**src/design/pccd_pkg.sv**
```systemverilog
// Package for the power-condition command decoder: codes, sense values,
// APB register map and the carrier structs shared with the top module.
// Assumes a single 40 MHz core clock domain.
package pccd_pkg;

    // Command opcodes
    localparam logic [7:0] OPC_START_STOP = 8'h1B;
    localparam logic [7:0] OPC_FLUSH10 = 8'h35;

    // Power-condition codes
    localparam logic [3:0] PC_START_VALID = 4'h0;
    localparam logic [3:0] PC_ACTIVE = 4'h1;
    localparam logic [3:0] PC_IDLE = 4'h2;
    localparam logic [3:0] PC_STANDBY = 4'h3;
    localparam logic [3:0] PC_HAND_BACK = 4'h7;
    localparam logic [3:0] PC_FORCE_IDLE = 4'hA;
    localparam logic [3:0] PC_FORCE_STBY = 4'hB;

    // Modifiers
    localparam logic [3:0] MOD_0 = 4'h0;
    localparam logic [3:0] MOD_1 = 4'h1;
    localparam logic [3:0] MOD_2 = 4'h2;

    // Sense data
    localparam logic [3:0] SK_NONE = 4'h0;
    localparam logic [3:0] SK_ILLEGAL_REQ = 4'h5;
    localparam logic [7:0] ASC_NONE = 8'h00;
    localparam logic [7:0] ASC_INVALID_CDB = 8'h24;
    localparam logic [7:0] ST_GOOD = 8'h00;
    localparam logic [7:0] ST_CHECK = 8'h02;

    // APB byte offsets
    localparam logic [7:0] REG_CDB0 = 8'h00;
    localparam logic [7:0] REG_CDB1 = 8'h04;
    localparam logic [7:0] REG_CDB2 = 8'h08;
    localparam logic [7:0] REG_CTRL = 8'h0C;
    localparam logic [7:0] REG_STATUS = 8'h10;
    localparam logic [7:0] REG_TIMERS = 8'h14;
    localparam logic [7:0] REG_LAST_BLOCK = 8'h18;
    localparam logic [7:0] REG_FLUSH_LBA = 8'h1C;
    localparam logic [7:0] REG_FLUSH_CNT = 8'h20;

    // Control register bits
    localparam int CTRL_GO = 0;
    localparam int CTRL_READY = 1;
    localparam int CTRL_FLUSH_DONE = 2;

    // Timer register layout: bits 4:0 supported, 12:8 enabled
    localparam int TMR_SUP_LSB = 0;
    localparam int TMR_EN_LSB = 8;
    localparam int TMR_ACT_LSB = 16;
    localparam logic [4:0] TMR_RESET_SUP = 5'h1F;
    localparam logic [4:0] TMR_RESET_EN = 5'h1F;

    // Timer index: idle a,b,c then standby z,y
    localparam int TI_IDLE_A = 0;
    localparam int TI_STBY_Z = 3;
    localparam int TI_NUM = 5;
    localparam logic [4:0] TMR_IDLE_MASK = 5'h07;
    localparam logic [4:0] TMR_STBY_MASK = 5'h18;

    localparam logic [31:0] LAST_BLOCK_RESET = 32'hFFFFFFFF;
    localparam logic [15:0] CNT_ZERO = 16'h0000;

    typedef enum logic [2:0] {
        PCCD_PS_ACTIVE = 3'h0,
        PCCD_PS_IDLE_A = 3'h1,
        PCCD_PS_IDLE_B = 3'h2,
        PCCD_PS_IDLE_C = 3'h3,
        PCCD_PS_STBY_Z = 3'h4,
        PCCD_PS_STBY_Y = 3'h5
    } pccd_pstate_t;

    // Gray along idle -> decode -> flush -> status
    typedef enum logic [1:0] {
        PCCD_IDLE = 2'b00,
        PCCD_DECODE = 2'b01,
        PCCD_FLUSH = 2'b11,
        PCCD_STATUS = 2'b10
    } pccd_fsm_t;

    typedef struct packed {
        logic [7:0] status;
        logic [3:0] sense_key;
        logic [7:0] asc;
    } pccd_result_t;

    typedef struct packed {
        logic valid;
        logic start;
        logic stop;
    } pccd_spindle_t;

endpackage : pccd_pkg

```
**src/design/pccd_top.sv**
```systemverilog
// Power-condition and cache-flush command decoder, one APB slave.
// Assumes firmware loads CDB bytes 0..9, pulses GO and polls status;
// the flush engine outside answers flush_req with flush_done_in.
// Functional notes
// - Start bit used only for code/modifier zero
// - Code 0 modifier 0 processes start bit
// - Code 1 modifier 0 enters active
// - Code 2 selects idle a, b, c
// - Code 3 selects standby z or y
// - Code 7 hands control to timers
// - Code A zeroes an idle timer
// - Code B zeroes a standby timer
// - Explicit request enters exactly selected state
// - Explicit request disables timers until handback
// - Unload limits apply only under timer control
// - Handback starts supported and enabled idle timers only
// - Handback: idle timers on, standby kept off
// - Force zeroes timer, enters state, handback
// - Force on unsupported/inactive timer is illegal
// - Entering current state is no error
// - Start bit 0 stops, 1 starts
// - After ready, accept command in any motor state
// - Opcode 35h: LBA bytes 2-5, count 7-8
// - Flush writes all cached blocks in range
// - Status withheld until flush completes
// - Flush immediate bit set is illegal
// - Zero count means through last block
//
// Added by the designer: the APB interface to the registers and the register addresses.
`timescale 1ns/1ps
module pccd_top
    import pccd_pkg::*;
(
    input wire logic clk_sys,
    input wire logic resetn,
    input wire logic [7:0] paddr,
    input wire logic psel,
    input wire logic penable,
    input wire logic pwrite,
    input wire logic [31:0] pwdata,
    output logic [31:0] prdata,
    output logic pready,
    output logic pslverr,
    input wire logic flush_done_in,
    output logic flush_req,
    output logic [31:0] flush_lba,
    output logic [31:0] flush_count,
    output pccd_spindle_t spindle,
    output pccd_pstate_t power_state,
    output logic timer_governed_power,
    output logic unload_limits_on,
    output logic [TI_NUM-1:0] timers_active,
    output logic [TI_NUM-1:0] timer_zero_pulse,
    output logic cmd_done
);

    logic [31:0] cdb0;
    logic [31:0] cdb1;
    logic [31:0] cdb2;
    logic [31:0] timer_cfg;
    logic [31:0] last_block;
    logic go;
    logic [1:0] ready_sync;
    logic drive_ready;
    logic [1:0] flush_sync;
    logic flush_done;
    pccd_fsm_t state;
    pccd_fsm_t next_state;
    pccd_result_t result;
    pccd_result_t next_result;
    logic busy;

    // CDB fields
    logic [7:0] opcode;
    logic [3:0] pc_code;
    logic [3:0] pc_mod;
    logic start_bit;
    logic media_eject_bit;
    logic flush_immed;
    logic [31:0] cdb_lba;
    logic [15:0] cdb_count;
    logic [4:0] tmr_sup;
    logic [4:0] tmr_en;

    assign opcode = cdb0[7:0];
    assign pc_mod = cdb0[27:24];
    assign pc_code = cdb1[7:4];
    assign media_eject_bit = cdb1[1];
    assign start_bit = cdb1[0];
    assign flush_immed = cdb0[9];
    assign cdb_lba = {cdb0[23:16], cdb0[31:24], cdb1[7:0], cdb1[15:8]};
    assign cdb_count = {cdb1[31:24], cdb2[7:0]};
    assign tmr_sup = timer_cfg[TMR_SUP_LSB +: TI_NUM];
    assign tmr_en = timer_cfg[TMR_EN_LSB +: TI_NUM];
    assign busy = (state != PCCD_IDLE);

    function automatic logic [7:0] byte_of(input logic [31:0] w, input logic [1:0] i);
        byte_of = w[i*8 +: 8];
    endfunction : byte_of

    function automatic pccd_result_t check_cond();
        check_cond = '{status: ST_CHECK, sense_key: SK_ILLEGAL_REQ, asc: ASC_INVALID_CDB};
    endfunction : check_cond

    function automatic pccd_result_t good();
        good = '{status: ST_GOOD, sense_key: SK_NONE, asc: ASC_NONE};
    endfunction : good

    // GO pulse and the flush_done_in pin, two flops each
    always_ff @(posedge clk_sys or negedge resetn) begin
        if (!resetn) begin
            ready_sync <= 2'b00;
            flush_sync <= 2'b00;
        end else begin
            ready_sync <= {ready_sync[0], go};
            flush_sync <= {flush_sync[0], flush_done_in};
        end
    end
    assign flush_done = flush_sync[1];

    // APB slave, one wait state in the access phase
    logic apb_access;
    logic apb_commit;
    assign apb_access = psel && penable && !pready;
    // Writes land only at the edge that completes the access
    assign apb_commit = psel && penable && pready && pwrite;

    // APB response; read data loaded with pready so it stands at completion
    always_ff @(posedge clk_sys or negedge resetn) begin
        if (!resetn) begin
            pready <= 1'b0;
            pslverr <= 1'b0;
            prdata <= '0;
        end else begin
            pready <= apb_access;
            pslverr <= 1'b0;
            if (apb_access) begin
                case (paddr)
                    REG_CDB0: prdata <= cdb0;
                    REG_CDB1: prdata <= cdb1;
                    REG_CDB2: prdata <= cdb2;
                    REG_CTRL: prdata <= {29'h0, flush_done, drive_ready, busy};
                    REG_STATUS: prdata <= {12'h0, result};
                    REG_TIMERS: prdata <= {8'h00, 3'h0, timers_active, timer_cfg[15:0]};
                    REG_LAST_BLOCK: prdata <= last_block;
                    REG_FLUSH_LBA: prdata <= flush_lba;
                    REG_FLUSH_CNT: prdata <= flush_count;
                    default: begin
                        prdata <= '0;
                        pslverr <= 1'b1;
                    end
                endcase
            end
        end
    end

    // Register writes; CDB words frozen while a command runs
    always_ff @(posedge clk_sys or negedge resetn) begin
        if (!resetn) begin
            cdb0 <= '0;
            cdb1 <= '0;
            cdb2 <= '0;
            timer_cfg <= {16'h0000, 3'h0, TMR_RESET_EN, 3'h0, TMR_RESET_SUP};
            last_block <= LAST_BLOCK_RESET;
            go <= 1'b0;
            drive_ready <= 1'b0;
        end else begin
            go <= 1'b0;
            if (apb_commit) begin
                case (paddr)
                    REG_CDB0: if (!busy) cdb0 <= pwdata;
                    REG_CDB1: if (!busy) cdb1 <= pwdata;
                    REG_CDB2: if (!busy) cdb2 <= pwdata;
                    REG_CTRL: begin
                        go <= pwdata[CTRL_GO] && !busy;
                        drive_ready <= pwdata[CTRL_READY];
                    end
                    REG_TIMERS: timer_cfg <= pwdata & 32'h00001F1F;
                    REG_LAST_BLOCK: last_block <= pwdata;
                    default: ;
                endcase
            end
        end
    end

    // Decode; combinational verdict for the current CDB
    logic bad;
    logic is_flush;
    logic is_force;
    logic [2:0] tgt_idx;
    pccd_pstate_t tgt_state;
    always_comb begin
        bad = 1'b0;
        is_flush = 1'b0;
        is_force = 1'b0;
        tgt_idx = 3'h0;
        tgt_state = power_state;
        if (opcode == OPC_FLUSH10) begin
            bad = flush_immed;
            is_flush = 1'b1;
        end else if (opcode == OPC_START_STOP) begin
            case (pc_code)
                PC_START_VALID: bad = (pc_mod != MOD_0);
                PC_ACTIVE: begin
                    bad = (pc_mod != MOD_0);
                    tgt_state = PCCD_PS_ACTIVE;
                end
                PC_IDLE: begin
                    bad = (pc_mod > MOD_2);
                    tgt_state = pccd_pstate_t'(3'(pc_mod[1:0]) + 3'h1);
                end
                PC_STANDBY: begin
                    bad = (pc_mod > MOD_1);
                    tgt_state = pc_mod[0] ? PCCD_PS_STBY_Y : PCCD_PS_STBY_Z;
                end
                PC_HAND_BACK: bad = (pc_mod != MOD_0);
                PC_FORCE_IDLE: begin
                    is_force = 1'b1;
                    tgt_idx = 3'(pc_mod[1:0]);
                    bad = (pc_mod > MOD_2);
                    tgt_state = pccd_pstate_t'(3'(pc_mod[1:0]) + 3'h1);
                end
                PC_FORCE_STBY: begin
                    is_force = 1'b1;
                    tgt_idx = 3'(TI_STBY_Z) + 3'(pc_mod[0]);
                    bad = (pc_mod > MOD_1);
                    tgt_state = pc_mod[0] ? PCCD_PS_STBY_Y : PCCD_PS_STBY_Z;
                end
                default: bad = 1'b1;
            endcase
            if (is_force && !bad && !(tmr_sup[tgt_idx] && timers_active[tgt_idx])) begin
                bad = 1'b1;
            end
        end else begin
            bad = 1'b1;
        end
    end

    // Command sequencer
    always_comb begin
        next_state = state;
        next_result = result;
        case (state)
            PCCD_IDLE: if (ready_sync[1]) next_state = PCCD_DECODE;
            PCCD_DECODE: begin
                if (bad) begin
                    next_result = check_cond();
                    next_state = PCCD_STATUS;
                end else begin
                    // current state or motor state never an error
                    next_result = good();
                    next_state = is_flush ? PCCD_FLUSH : PCCD_STATUS;
                end
            end
            // status held back until flush done
            PCCD_FLUSH: if (flush_done) next_state = PCCD_STATUS;
            PCCD_STATUS: next_state = PCCD_IDLE;
            default: next_state = PCCD_IDLE;
        endcase
    end

    always_ff @(posedge clk_sys or negedge resetn) begin
        if (!resetn) begin
            state <= PCCD_IDLE;
            result <= '0;
            cmd_done <= 1'b0;
        end else begin
            state <= next_state;
            result <= next_result;
            cmd_done <= (state == PCCD_STATUS);
        end
    end

    logic apply;
    assign apply = (state == PCCD_DECODE) && !bad && (opcode == OPC_START_STOP) && drive_ready;

    // Power state and timer control
    always_ff @(posedge clk_sys or negedge resetn) begin
        if (!resetn) begin
            power_state <= PCCD_PS_ACTIVE;
            timer_governed_power <= 1'b1;
            unload_limits_on <= 1'b1;
            timers_active <= TMR_RESET_SUP & TMR_RESET_EN;
            timer_zero_pulse <= '0;
            spindle <= '0;
        end else begin
            timer_zero_pulse <= '0;
            spindle <= '0;
            if (apply) begin
                case (pc_code)
                    PC_START_VALID: begin
                        spindle.valid <= 1'b1;
                        spindle.start <= start_bit;
                        spindle.stop <= !start_bit;
                    end
                    PC_ACTIVE, PC_IDLE, PC_STANDBY: begin
                        power_state <= tgt_state;
                        timer_governed_power <= 1'b0;
                        unload_limits_on <= 1'b0;
                        timers_active <= '0;
                    end
                    PC_HAND_BACK: begin
                        timer_governed_power <= 1'b1;
                        unload_limits_on <= 1'b1;
                        timers_active <= tmr_sup & tmr_en & TMR_IDLE_MASK;
                    end
                    // zero timer, enter state, hand back
                    default: begin
                        timer_zero_pulse[tgt_idx] <= 1'b1;
                        power_state <= tgt_state;
                        timer_governed_power <= 1'b1;
                        unload_limits_on <= 1'b1;
                    end
                endcase
            end
        end
    end

    // Flush request to the cache engine
    always_ff @(posedge clk_sys or negedge resetn) begin
        if (!resetn) begin
            flush_req <= 1'b0;
            flush_lba <= '0;
            flush_count <= '0;
        end else if (state == PCCD_DECODE && is_flush && !bad) begin
            flush_req <= 1'b1;
            flush_lba <= cdb_lba;
            // zero count runs to last block
            flush_count <= (cdb_count == CNT_ZERO) ? (last_block - cdb_lba + 32'h1) : {16'h0, cdb_count};
        end else if (state == PCCD_FLUSH && flush_done) begin
            flush_req <= 1'b0;
        end
    end

endmodule : pccd_top

```
**config.mk**
```make
export PLATFORM = sky130hd
export DESIGN_NAME = pccd_top
export DESIGN_NICKNAME = d
export VERILOG_FILES = /design/src/design/pccd_pkg.sv /design/src/design/pccd_top.sv
export SDC_FILE = /design/constraint.sdc
export NUM_CORES = 1
export LEC_CHECK = 0
export BUFFER_PORTS_ARGS = -buffer_cell sky130_fd_sc_hd__buf_4
export CAP_MARGIN = 20
export CELL_PAD_IN_SITES_DETAIL_PLACEMENT = 2
export CELL_PAD_IN_SITES_GLOBAL_PLACEMENT = 2
export CORE_UTILIZATION = 41
export DETAILED_ROUTE_END_ITERATION = 12
export MAX_ROUTING_LAYER = met4
export PLACE_DENSITY_LB_ADDON = 0.1
export SLEW_MARGIN = 20
export SYNTH_ARGS = -nofsm -noshare
export SYNTH_HDL_FRONTEND = slang
export SYNTH_SLANG_ARGS = --single-unit
```
**constraint.sdc**
```tcl
create_clock -name clk_sys -period 6.15 [get_ports clk_sys]
set_clock_uncertainty 0.05 [all_clocks]
set_input_delay 0.3075 -clock clk_sys [delete_from_list [all_inputs] [get_ports clk_sys]]
set_output_delay 0.3075 -clock clk_sys [all_outputs]
set_load 0.05 [all_outputs]
```
==> flow_metrics.env <==
export IMPL_synth_nets=1330
export IMPL_crit_type="flop to flop"
export IMPL_clkTransAtPathRegs_ps=60
export IMPL_portBuffers=163
export IMPL_via_per_inst=6.13
export IMPL_vias=11163
export IMPL_cp_common_cell="ha_1"
export IMPL_drt_total_wl_um=51400
export IMPL_drcViolationCount=0
export IMPL_r2r_slack_ps=2350
export IMPL_reg2reg_depth=12
export IMPL_seq_area_frac_synth_pct=49.9
export IMPL_crit_path_start_kind="flop"
export IMPL_ant_nets=0
export IMPL_coreArea_um2=31700
export IMPL_antenna_found_initial=0
export IMPL_combPwrFrac_pct=5.9
export IMPL_syn_avg_cell_area_um2=10.9
export IMPL_p_per_area_nw_per_um2=230
export IMPL_insertion_delay_ps=570
export IMPL_ir_worst_vdd_uv=212
export IMPL_p_switching_mw=0.880
export IMPL_rsz0062_at_grt="false"
export IMPL_die_h_um=182
export IMPL_fp_dieW_um=182
export IMPL_swShare_pct=23.5
export IMPL_drive_gt1_share_pct=29.6
export IMPL_worstPathCellList="inv_2 -> ha_1 -> ha_1 -> nand2_1 -> o21ai_0 -> a21oi_1 -> o22ai_1 -> a211oi_1 -> nor2_1 -> a31oi_1 -> xor2_1 -> o21ai_1"
export IMPL_finalHoldViolCount=0
export IMPL_critPathArrivalTime_ps=4180
export IMPL_crit_start="cdb1[4]"
export IMPL_synth_area_um2=13300
export IMPL_maxSlewViolCount=0
export IMPL_ys_ff_latch=263
export IMPL_ys_warn_count=0
export IMPL_fillers=3171
export IMPL_grt_pass1_wl_um=77300
export IMPL_cts_sinks=263
export IMPL_place_ws_ps=2440
export IMPL_synth_edf_count=0
export IMPL_setup_violations=0
export IMPL_layout_setup_ws_ps=2350
export IMPL_maxClockFrequency_ghz=0.263
export IMPL_synthXorXnorAreaFrac_pct=1.77
export IMPL_period_share_pct=61.8
export IMPL_required_ps=6530
export IMPL_p_leak_nw=7.77
export IMPL_drv_cap=0
export IMPL_pwr_share_clk_pct=47.6
export IMPL_place_area_um2=14900
export IMPL_io_pins=164
export IMPL_clockRootBuffer="clkbuf_16"
export IMPL_clock_path_buffers=3
export IMPL_hpwlAfterDp_um=34900
export IMPL_critPathMaxFanout=17
export IMPL_drt_iter0_markers=810
export IMPL_whs_ps=285
export IMPL_yosys_area_share_simple_pct=9.46
export IMPL_fin_crit_ps=3800
export IMPL_p_seq_share_pct=46.6
export IMPL_num_rows=65
export IMPL_grt_pass1_vias=12131
export IMPL_hold_path_class="primary input to async pin"
export IMPL_stdcell_area_um2=16200
export IMPL_p_int_mw=2.86
export IMPL_gp_congestion=0.861
export IMPL_critPathMaxStageDelay_ps=810
export IMPL_muxShareOfSynthArea_pct=12.2
export IMPL_status="complete, no violations"
export IMPL_tns_ps=0
export IMPL_async_flop_share_pct=100
export IMPL_dieArea_um2=33200
export IMPL_cp_end_kind="flop"
export IMPL_cts_tree="done"
export IMPL_syn_to_final_growth_pct=22.1
export IMPL_initial_utilization_pct=42.0
export IMPL_firstDrtPassIters=5
export IMPL_synth_cell_types=70
export IMPL_cts_max_level=1
export IMPL_numCtsBuffers=30
export IMPL_antenna_cells=0
export IMPL_layout_nets=1509
export IMPL_r2r_end="flush_count[29]"
export IMPL_synth_top_family_by_area="compound AO/OA/AOI/OAI gates"
export IMPL_wl_per_cell_um=28.2
export IMPL_critical_path_buf_inv_count=1
export IMPL_grt_max_degree=156
export IMPL_crit_path_top_delay_cell="dfrtp_1"
export IMPL_synthAdderAreaFrac_pct=6.35
export IMPL_seqCellArea_um2=6640
export IMPL_grt_overflow=0
export IMPL_synthCells=1217
export IMPL_crit_family="compound AO/OA/AOI/OAI gates"
export IMPL_synth_compound_area_share_pct=16.9
export IMPL_r2r_start="cdb1[4]"
export IMPL_multi_input_area_um2=6220
export IMPL_grt_usage_pct=32.2
export IMPL_max_slew_margin_pct=29.2
export IMPL_synthFlopType="dfrtp_1"
export IMPL_tightest_slew_ps=1060
power by group through the flow:
stage                     Sequential (mW)  Clock [mW]  Combinational [mW]
after global placement               1.77           0               0.197
after detailed placement             1.77           0               0.201
after CTS                            1.74        1.81               0.221
after global routing                 1.74        1.86               0.240
after floorplan                      1.77           0              0.0897
final                                1.74        1.78               0.220
state kept, by name, indices dropped and copies added (netlist names), 2 cells and up:
name	count
cdb0	32
cdb1	32
cdb2	32
flush_count	32
flush_lba	32
flush_sync	2
last_block	32
power_state	3
prdata	32
ready_sync	2
spindle	3
state	2
timer_cfg	10
timer_zero_pulse	5
timers_active	4
metal layers:
layer  global-route usage, %  wire (um)
met1                    44.3      23700
met2                    50.0      23700
met3                    4.09       2650
met4                    9.01       1350
met5                       -          0
cells by family after synthesis:
kind of cell / Yosys count
flip-flops: 263
multiplexers: 144
AND/OR/NAND/NOR: 265
buffers and inverters: 113
adder cells (fa/ha/maj): 67
XOR/XNOR: 26
AO/OA/AOI/OAI: 339
Yosys cell counts, types with 6 or more instances:
| master | count | area share [%] |
|---|---|---|
| o21ai_1 | 31 | 1.2 |
| a222oi_1 | 14 | 1.1 |
| xor2_1 | 8 | 0.53 |
| mux2_1 | 19 | 1.6 |
| nor3_1 | 8 | 0.30 |
| a21o_1 | 31 | 1.7 |
| clkbuf_1 | 44 | 1.2 |
| nand3_1 | 19 | 0.71 |
| mux2_2 | 124 | 10 |
| a21oi_1 | 57 | 2.1 |
| nor2b_1 | 7 | 0.33 |
| a31oi_1 | 27 | 1.3 |
| inv_1 | 42 | 1.2 |
| o21ai_0 | 62 | 2.3 |
| nor2_1 | 50 | 1.4 |
| buf_1 | 14 | 0.39 |
| dfstp_2 | 47 | 9.3 |
| dfrtp_1 | 216 | 41 |
| a22oi_1 | 61 | 3.4 |
| ha_1 | 66 | 6.2 |
| xnor2_1 | 17 | 1.1 |
| nor4_1 | 8 | 0.38 |
| nand3b_1 | 6 | 0.34 |
| a221oi_1 | 20 | 1.3 |
| nand2_1 | 124 | 3.5 |
cell type report:
class	count	area share [%]
sequential	263	40.9
inverter	45	1.04
timing repair buffer	215	10.6
clock inverter	6	0.216
multi-input combinational	841	38.3
tap	402	3.10
clock buffer	50	5.83
worst max path at each step:
stage                                 end  slack (ps)  cells past startpoint
after floorplan           flush_count[20]        3150                     11
after global routing      flush_count[29]        2150                     12
final                     flush_count[29]        2350                     12
after detailed placement  flush_count[29]        2440                     12
after global placement    flush_count[31]        2620                     12
after CTS                 flush_count[29]        2450                     12
repair_timing:
action / CTS / global route
hold buffers: 36 / 0
hold endpoints to repair: 226 / 0
gates resized for setup: 0 / 0
setup buffers: 0 / 0
endpoints found under the setup margin: 0 / 0
metrics by stage:
step                std cells  power, mW  util, %
CTS                      1821       3.77     51.2
global placement         1729       1.97     47.0
floorplan                1217       1.86        -
detailed placement       1729       1.97     47.0
global route             1822       3.84     51.2
finish                   1822       3.74     51.2
placed cells by master (no fill, tap or decap), drive strengths merged, types with 7 or more instances in the layout:
cell         count
xnor2           18
xor2             8
nand2          125
nor4            10
a31oi           27
ha              66
clkbuf          50
nor3             8
a22oi           61
nand3           19
nor2b            7
dfrtp          216
inv             45
buf            179
a21oi           57
dlygate4sd3     36
mux2           143
o21ai           93
a221oi          21
nor2            51
dfstp           47
a21o            31
a222oi          14
No activity file was read; power rests on OpenSTA's default activity.
